**config.mk**
```make
export PLATFORM = sky130hd
export DESIGN_NAME = hcr_bank
export DESIGN_NICKNAME = d
export VERILOG_FILES = /design/src/hcr_pkg.sv /design/src/hcr_bank.sv
export VERILOG_INCLUDE_DIRS = /design/src
export SDC_FILE = /design/constraint.sdc
export NUM_CORES = 1
export LEC_CHECK = 0
export ABC_AREA = 0
export BUFFER_PORTS_ARGS = -buffer_cell sky130_fd_sc_hd__buf_4
export CAP_MARGIN = 20
export CORE_ASPECT_RATIO = 0.7
export CORE_MARGIN = 2
export CORE_UTILIZATION = 55
export CTS_BUF_LIST = sky130_fd_sc_hd__clkbuf_4
export CTS_CLUSTER_SIZE = 14
export DETAILED_ROUTE_END_ITERATION = 16
export GPL_ROUTABILITY_DRIVEN = 0
export HOLD_SLACK_MARGIN = 0.02
export PLACE_DENSITY = 0.82
export SLEW_MARGIN = 0
export SYNTH_ARGS = -nofsm -noshare
export SYNTH_HDL_FRONTEND = slang
export SYNTH_SLANG_ARGS = --single-unit
```
**constraint.sdc**
```tcl
create_clock -name clk -period 2.4 [get_ports clk]
set_input_delay 0.12 -clock clk [delete_from_list [all_inputs] [get_ports clk]]
set_output_delay 0.12 -clock clk [all_outputs]
set_load 0.03 [all_outputs]
```
**src/hcr_params.svh**
```systemverilog
`ifndef HCR_PARAMS_SVH
`define HCR_PARAMS_SVH

// Register offsets (byte-wide register space)
`define HCR_OFF_STATUS_COMMAND 8'h00
`define HCR_OFF_VENDOR_LOW 8'h01
`define HCR_OFF_VENDOR_HIGH 8'h02
`define HCR_OFF_PRODUCT_LOW 8'h03
`define HCR_OFF_PRODUCT_HIGH 8'h04
`define HCR_OFF_RELEASE_LOW 8'h05
`define HCR_OFF_RELEASE_HIGH 8'h06
`define HCR_OFF_CONFIG_FIRST 8'h07
// Upper end of the protected range
`define HCR_OFF_PROTECT_LAST 8'h10

// Status/command field positions
`define HCR_BIT_ATTACH 0
`define HCR_BIT_LOCK 1
`define HCR_BIT_SOFT_RESET 2

// Configuration byte one field positions
`define HCR_BIT_POWER_SOURCE 7
`define HCR_BIT_LED_PRESENT 6
`define HCR_BIT_FULL_SPEED 5
`define HCR_BIT_PER_PORT_TT 4
`define HCR_BIT_EOP_SUPPRESS 3
`define HCR_BIT_OC_HI 2
`define HCR_BIT_OC_LO 1
`define HCR_BIT_POWER_SWITCH 0

// Reset values
`define HCR_RST_BYTE 8'h00

`endif

```
**src/hcr_pkg.sv**
```systemverilog
package hcr_pkg;

    // One byte access from the serial slave engine
    typedef struct packed {
        logic wr_stb;
        logic rd_stb;
        logic [7:0] addr;
        logic [7:0] wdata;
    } hcr_req_t;

    // Decoded configuration byte one plus resolved power mode
    typedef struct packed {
        logic self_powered;
        logic led_indicator_present;
        logic full_speed_only;
        logic per_port_translator;
        logic end_packet_suppress;
        logic [1:0] overcurrent_sense_mode;
        logic power_switch_mode;
    } hcr_cfg_t;

    // Overcurrent sense encodings
    typedef enum logic [1:0] {
        HCR_OC_GANGED = 2'h0,
        HCR_OC_PER_PORT = 2'h1,
        HCR_OC_NONE = 2'h2
    } hcr_oc_t;

    // Bank life cycle
    typedef enum logic [2:0] {
        HCR_ST_CONFIG = 3'b001,
        HCR_ST_ATTACH_ACK = 3'b010,
        HCR_ST_ATTACHED = 3'b100
    } hcr_state_t;

endpackage

```
**src/hcr_bank.sv**
```systemverilog
`timescale 1ns/1ps
`include "hcr_params.svh"

// How it works
// - Soft reset restores defaults, self clears.
// - Lock and attach set once, pin clears.
// - Attach signals upstream, interface powers down.
// - Six identifier bytes from address 01h.
// - Bit 7 power source, dynamic uses pin.
// - Bit 6 reports LED indicators present.
// - Bit 5 forces full speed only.
// - Bit 4 selects per-port translators.
// - Bit 3 suppresses EOF1 end of packet.
// - Bits 2:1 pick overcurrent sensing mode.
// - Bit 0 selects per-port power switching.
// - Byte-wide access, 8-bit address, one byte.
// - Dynamic enable lets pin set power mode.
module hcr_bank (
    input wire logic clk, // 20 MHz system clock
    input wire logic nrst, // Asynchronous active-low pin reset
    input wire hcr_pkg::hcr_req_t req, // Byte access from serial engine
    input wire logic ack_done, // Acknowledge of current write finished
    input wire logic dynamic_power_en, // Dynamic power switching enable
    input wire logic local_power_present_pin, // Self-power pin, asynchronous
    output logic [7:0] rdata, // Read data of last read
    output logic rvalid, // Read data valid, one cycle
    output logic soft_reset_busy, // Soft reset in progress
    output logic attach_request, // Signal attach upstream
    output logic serial_power_down, // Serial slave interface off
    output logic config_locked, // Lock bit state
    output logic [15:0] vendor_ident, // Vendor identifier
    output logic [15:0] product_ident, // Product identifier
    output logic [15:0] release_ident, // Release identifier
    output hcr_pkg::hcr_cfg_t cfg // Decoded configuration
);
    import hcr_pkg::*;

    ////////////////////////////////////////////////////////////////////////////////
    // Storage
    logic [7:0] ident_ff [0:5]; // Identifier bytes 01h..06h
    logic [7:0] cfg1_ff; // Configuration byte one
    logic lock_ff; // Write protect lock
    logic attach_ff; // Attach request
    logic srst_ff; // Soft reset pulse bit
    hcr_state_t state_ff; // Life cycle state
    logic [1:0] pin_sync_ff; // Self-power pin synchroniser
    logic [7:0] nxt_rdata; // Next read data

    // Writes are accepted only while the serial interface is alive
    logic wr_ok;
    logic in_protect;
    assign wr_ok = req.wr_stb && (state_ff == HCR_ST_CONFIG) && !srst_ff;
    // Lock only guards the identifier and configuration range; status stays writable
    assign in_protect = (req.addr >= `HCR_OFF_VENDOR_LOW) && (req.addr <= `HCR_OFF_PROTECT_LAST);

    ////////////////////////////////////////////////////////////////////////////////
    // Soft reset: one cycle pulse, clears itself while applying defaults
    always_ff @(posedge clk or negedge nrst)
    begin
        if (!nrst)
            srst_ff <= 1'b0;
        else if (srst_ff)
            srst_ff <= 1'b0;
        else if (wr_ok && req.addr == `HCR_OFF_STATUS_COMMAND)
            srst_ff <= req.wdata[`HCR_BIT_SOFT_RESET];
    end

    ////////////////////////////////////////////////////////////////////////////////
    // Write-once lock and attach; only the pin clears them, so soft reset spares them
    always_ff @(posedge clk or negedge nrst)
    begin
        if (!nrst)
        begin
            lock_ff <= 1'b0;
            attach_ff <= 1'b0;
        end
        else if (wr_ok && req.addr == `HCR_OFF_STATUS_COMMAND)
        begin
            // Ones set, zeros never clear
            lock_ff <= lock_ff | req.wdata[`HCR_BIT_LOCK];
            attach_ff <= attach_ff | req.wdata[`HCR_BIT_ATTACH];
        end
    end

    ////////////////////////////////////////////////////////////////////////////////
    // Identifier bytes, one generate entry per byte
    genvar gi;
    generate
        for (gi = 0; gi < 6; gi++)
        begin : g_ident
            always_ff @(posedge clk or negedge nrst)
            begin
                if (!nrst)
                    ident_ff[gi] <= `HCR_RST_BYTE;
                else if (srst_ff)
                    ident_ff[gi] <= `HCR_RST_BYTE;
                else if (wr_ok && !(lock_ff && in_protect) && req.addr == (`HCR_OFF_VENDOR_LOW + 8'(gi)))
                    ident_ff[gi] <= req.wdata;
            end
        end
    endgenerate

    ////////////////////////////////////////////////////////////////////////////////
    // Configuration byte one
    always_ff @(posedge clk or negedge nrst)
    begin
        if (!nrst)
            cfg1_ff <= `HCR_RST_BYTE;
        else if (srst_ff)
            cfg1_ff <= `HCR_RST_BYTE;
        else if (wr_ok && !(lock_ff && in_protect) && req.addr == `HCR_OFF_CONFIG_FIRST)
            cfg1_ff <= req.wdata;
    end

    ////////////////////////////////////////////////////////////////////////////////
    // Life cycle: power down only after the attach write's acknowledge
    always_ff @(posedge clk or negedge nrst)
    begin
        if (!nrst)
            state_ff <= HCR_ST_CONFIG;
        else
        begin
            case (state_ff)
                HCR_ST_CONFIG:
                    if (wr_ok && req.addr == `HCR_OFF_STATUS_COMMAND && req.wdata[`HCR_BIT_ATTACH])
                        state_ff <= HCR_ST_ATTACH_ACK;
                HCR_ST_ATTACH_ACK:
                    if (ack_done)
                        state_ff <= HCR_ST_ATTACHED;
                HCR_ST_ATTACHED:
                    state_ff <= HCR_ST_ATTACHED;
                default:
                    state_ff <= HCR_ST_CONFIG;
            endcase
        end
    end

    ////////////////////////////////////////////////////////////////////////////////
    // Self-power pin is asynchronous: two flops before use
    always_ff @(posedge clk or negedge nrst)
    begin
        if (!nrst)
            pin_sync_ff <= 2'h0;
        else
            pin_sync_ff <= {pin_sync_ff[0], local_power_present_pin};
    end

    ////////////////////////////////////////////////////////////////////////////////
    // Read mux; reads still return contents while locked
    always_comb
    begin
        nxt_rdata = 8'h00;
        case (req.addr)
            `HCR_OFF_STATUS_COMMAND: nxt_rdata = {5'h00, srst_ff, lock_ff, attach_ff};
            `HCR_OFF_CONFIG_FIRST: nxt_rdata = cfg1_ff;
            default:
                if (req.addr >= `HCR_OFF_VENDOR_LOW && req.addr <= `HCR_OFF_RELEASE_HIGH)
                    nxt_rdata = ident_ff[3'(req.addr - `HCR_OFF_VENDOR_LOW)];
        endcase
    end

    // Read data registered; unmapped addresses read zero
    always_ff @(posedge clk or negedge nrst)
    begin
        if (!nrst)
        begin
            rdata <= 8'h00;
            rvalid <= 1'b0;
        end
        else
        begin
            rvalid <= req.rd_stb && (state_ff == HCR_ST_CONFIG);
            if (req.rd_stb)
                rdata <= nxt_rdata;
        end
    end

    ////////////////////////////////////////////////////////////////////////////////
    // Outputs
    assign soft_reset_busy = srst_ff;
    assign attach_request = attach_ff;
    assign serial_power_down = (state_ff == HCR_ST_ATTACHED);
    assign config_locked = lock_ff;
    assign vendor_ident = {ident_ff[1], ident_ff[0]};
    assign product_ident = {ident_ff[3], ident_ff[2]};
    assign release_ident = {ident_ff[5], ident_ff[4]};
    // Dynamic switching hands the power decision to the pin
    assign cfg.self_powered = dynamic_power_en ? pin_sync_ff[1] : cfg1_ff[`HCR_BIT_POWER_SOURCE];
    assign cfg.led_indicator_present = cfg1_ff[`HCR_BIT_LED_PRESENT];
    assign cfg.full_speed_only = cfg1_ff[`HCR_BIT_FULL_SPEED];
    assign cfg.per_port_translator = cfg1_ff[`HCR_BIT_PER_PORT_TT];
    assign cfg.end_packet_suppress = cfg1_ff[`HCR_BIT_EOP_SUPPRESS];
    // Value 1x means no sensing; legality against bus power is left to the host
    assign cfg.overcurrent_sense_mode = cfg1_ff[`HCR_BIT_OC_HI:`HCR_BIT_OC_LO];
    assign cfg.power_switch_mode = cfg1_ff[`HCR_BIT_POWER_SWITCH];

    ////////////////////////////////////////////////////////////////////////////////
    // Checks
    a_lock_sticky: assert property (@(posedge clk) disable iff (!nrst)
        lock_ff |=> lock_ff) else $error("lock bit cleared without pin reset");
    a_attach_sticky: assert property (@(posedge clk) disable iff (!nrst)
        attach_ff |=> attach_ff) else $error("attach bit cleared without pin reset");
    a_srst_self_clear: assert property (@(posedge clk) disable iff (!nrst)
        srst_ff |=> !srst_ff && cfg1_ff == 8'h00 && vendor_ident == 16'h0000) else $error("soft reset not applied");
    a_locked_hold: assert property (@(posedge clk) disable iff (!nrst)
        lock_ff && !srst_ff |=> $stable(cfg1_ff) && $stable(vendor_ident)) else $error("locked storage changed");
    a_cfg_write: assert property (@(posedge clk) disable iff (!nrst)
        wr_ok && !lock_ff && req.addr == 8'h07 |=> cfg1_ff == $past(req.wdata)) else $error("config write lost");
    a_ident_write: assert property (@(posedge clk) disable iff (!nrst)
        wr_ok && !lock_ff && req.addr == 8'h01 |=> vendor_ident[7:0] == $past(req.wdata))
        else $error("identifier write lost");
    a_power_down: assert property (@(posedge clk) disable iff (!nrst)
        state_ff == HCR_ST_ATTACH_ACK && ack_done |=> serial_power_down && attach_request) else $error("no power down");
    a_no_early_down: assert property (@(posedge clk) disable iff (!nrst)
        serial_power_down |-> attach_ff) else $error("power down without attach");
    a_power_pick: assert property (@(posedge clk) disable iff (!nrst)
        !dynamic_power_en |-> cfg.self_powered == cfg1_ff[7]) else $error("power source mismatch");
    a_status_read: assert property (@(posedge clk) disable iff (!nrst)
        req.rd_stb && req.addr == 8'h00 && state_ff == HCR_ST_CONFIG |=> rvalid && rdata[7:3] == 5'h00)
        else $error("status read wrong");
endmodule

```
==> summary.txt <==
outcome -> complete, no violations
Net Sw Frac -> 0.247
share of layout cells above drive strength 1 -> 0.322
Max Cap Violations -> 0
Synth Area per Inst -> 11.8 um^2
Netlist cell types -> 46
I/O pin cnt -> 92
largest net degree at the start of global routing -> 74
CP Launch Type -> flip-flop
antenna cells -> 0
Reg clk slew, reported paths -> 110 ps
DPL Wire Length -> 6.91 mm
worst-path fanout max -> 8
met2 wire len -> 4.56 mm
vias in the first global route -> 2927
setup bufs post-CTS -> 0
Chip Width -> 103 um
Seq pwr share -> 0.561
worst endpoint required time -> 2700 ps
Peak VDD IR -> 0.244 mV
synth top area cells -> dfrtp_1 48%, mux2i_1 17%, nand2b_1 8.4%
cell count after placement -> 490
Final min period -> 2300 ps
Tcrit/Tclk final -> 0.959
clock latency on the worst-skew pair -> 420 ps
CP Class -> flip-flop to flip-flop
top sig layer -> met4
H-Tree Depth -> 3
Clock Tree Buf Depth -> 2
GRT overflow -> 0
drt via density -> 5.73
Clk network pwr share -> 0.353
DR iter-0 viols -> 206
Residual DRC -> 0
non-filler cells, final -> 516
WP data arrival -> 2600 ps
number of flops mapped to enable cells by yosys -> 0
Place WS -> 127 ps
post-route worst setup slack -> 98.2 ps
Yosys reg bits -> 73
Multi-input gate area -> 1810 um^2
sequential share of the synthesized area -> 0.483
Synth Cell Area -> 3780 um^2
leakage dissipation -> 2.49 nW
setup TNS -> 0 ps
WL met1 -> 4.41 mm
CORE AREA -> 6690 um^2
clk_skew -> 14.4 ps
Mapped Cells -> 321
Register Area -> 1830 um^2
Yosys top cell area share -> 0.476
Int Pwr -> 1.66 mW
starting density of the core -> 0.565
Fillers -> 532
area leader, netlist -> dfrtp_1
nets -> 446
Top FF cell, synth -> dfrtp_1
PostCTS Resize Cnt -> 0
CTS tree -> built
drt wl/cell -> 19.6 um
Synthesized Nets -> 349
first-pass GRT wire length -> 15.8 mm
Comb power frac -> 0.086
Max-slew headroom -> 0.386
Final ANT Viol Nets -> 0
sw power -> 0.543 mW
fin util -> 0.712
RSZ-0062 raised after global routing -> false
Fin. Hold Viols -> 0
fmax -> 434 MHz
vias -> 2959
IO buf count -> 91
clk sinks -> 73
Die Y -> 73.4 um
area grow syn2layout -> 25.9%
Async S/R FF share, synth -> 1.00
max-slew violations -> 0
P per Cell Area -> 462 nW/um^2
hold crit path type -> input port to flip-flop
WL final -> 10.1 mm
TritonRoute pass-1 iters -> 7
Synth warnings -> 0
antenna violations before repair -> 0
met3 wire len -> 993 um
Worst Tran Pin Value -> 916 ps
Final Setup Violations -> 0
Worst setup EP type -> flip-flop
num rows -> 25
root buf cell -> clkbuf_4
Num CTS Buffers -> 9
GRT Util Overall -> 0.287
full die area -> 7570 um^2
==> metal layers <==
metal | global-route usage | vias up
met1 | 0.420 | 1444
li1 | - | 1326
met2 | 0.430 | 170
met5 | 0 | -
met4 | 0.0892 | 0
met3 | 0.0666 | 19
==> worst paths after layout <==
path	from	endpoint	slack (ps)	depth (start not counted)
worst max-delay path	state_ff[0]$_DFFE_PN1P_	vendor_ident[5]$_DFFE_PN0P_	100	4
worst min-delay path	req[13]	soft_reset_busy$_DFF_PN0_	150	4
worst max register to register	state_ff[0]$_DFFE_PN1P_	vendor_ident[5]$_DFFE_PN0P_	100	4
worst min register to register	pin_sync_ff[0]$_DFF_PN0_	pin_sync_ff[1]$_DFF_PN0_	360	0
max in group asynchronous	nrst	product_ident[7]$_DFFE_PN0P_	1430	2
min in group asynchronous	nrst	soft_reset_busy$_DFF_PN0_	360	2
==> placed cells by master, fill, tap and decap left out, types with 2 or more instances in the layout <==
| master | count |
|---|---|
| inv_1 | 4 |
| dfrtp_1 | 72 |
| nand3_2 | 3 |
| nand2b_1 | 51 |
| nand3_1 | 11 |
| nand2_2 | 2 |
| nand2_1 | 4 |
| dlygate4sd3_1 | 11 |
| mux2i_1 | 64 |
| a22oi_1 | 8 |
| buf_4 | 99 |
| clkbuf_4 | 12 |
| a32o_1 | 2 |
| nor4_4 | 2 |
| a21oi_1 | 2 |
| nor2_1 | 19 |
| ha_1 | 5 |
| mux4_2 | 8 |
| o21ai_0 | 2 |
| or4b_1 | 2 |
| nor3_1 | 5 |
| o211ai_1 | 9 |
==> area by class of cell <==
cell class                      count  share of cell area
Sequential cell                    73               0.384
Clock inverter                      3             0.00893
Inverter                            5             0.00394
Timing Repair Buffer              110               0.179
Tap cell                           94              0.0247
Multi-Input combinational cell    219               0.381
Clock buffer                       12              0.0189
==> through the flow <==
step | area (um^2) | hold WS (ps) | total power, mW
after floorplan | 3780 | -176 | 1.34
final | 4760 | 153 | 2.20
after detailed placement | 4520 | 231 | 1.43
after global placement | 4520 | 230 | 1.43
after CTS | 4760 | 132 | 2.21
after global routing | 4760 | 184 | 2.27
==> cells in the mapped netlist, types with 2 or more instances <==
| master | instances |
|---|---|
| nand2b_1 | 51 |
| nand2_1 | 4 |
| clkbuf_2 | 2 |
| buf_2 | 3 |
| a21oi_1 | 2 |
| mux4_2 | 8 |
| o211ai_1 | 9 |
| nor4_4 | 2 |
| nor2_1 | 19 |
| nand3_2 | 3 |
| dfrtp_1 | 72 |
| o21ai_0 | 2 |
| nor3_1 | 5 |
| a22oi_1 | 8 |
| mux2i_1 | 64 |
| or4b_1 | 2 |
| inv_1 | 4 |
| nand2_2 | 2 |
| a32o_1 | 2 |
| buf_4 | 7 |
| ha_1 | 5 |
| nand3_1 | 11 |
| clkbuf_1 | 11 |
==> registers in the layout, summed over array words and instances, names as in the netlist <==
| signal | flops |
|---|---|
| cfg1_ff | 8 |
| product_ident | 16 |
| rvalid | 1 |
| config_locked | 1 |
| rdata | 8 |
| soft_reset_busy | 1 |
| release_ident | 16 |
| attach_request | 1 |
| vendor_ident | 16 |
| state_ff | 3 |
| pin_sync_ff | 2 |
==> power groups by stage <==
stage / Combinational, mW / Sequential, mW / Clock, mW
after CTS: 0.189 / 1.24 / 0.787
after global placement: 0.172 / 1.26 / 0
final: 0.189 / 1.24 / 0.776
after floorplan: 0.0804 / 1.26 / 0
after detailed placement: 0.174 / 1.26 / 0
after global routing: 0.205 / 1.24 / 0.834
==> logic make-up (layout without fill, tap and decap cells) <==
group	Yosys count	in the layout	synth area share
simple gates	114	114	0.189
mux	73	73	0.220
buf+inv	29	130	0.0374
compound gates	26	26	0.0513
fa+ha+maj	5	5	0.0165
xor+xnor	1	1	0.00232
flops	73	73	0.483
==> critical path, cell delays in order, from the launching register on <==
cell     delay (ps)
dfstp_2         600
or4b_1          500
or4_1           760
mux2i_1         270
nor2_1           60
==> what timing repair did <==
action                                 CTS  global route
setup endpoints to repair                0             0
hold buffers                            11             0
endpoints found under the hold margin   93             0
No activity file was read; power rests on OpenSTA's default activity.
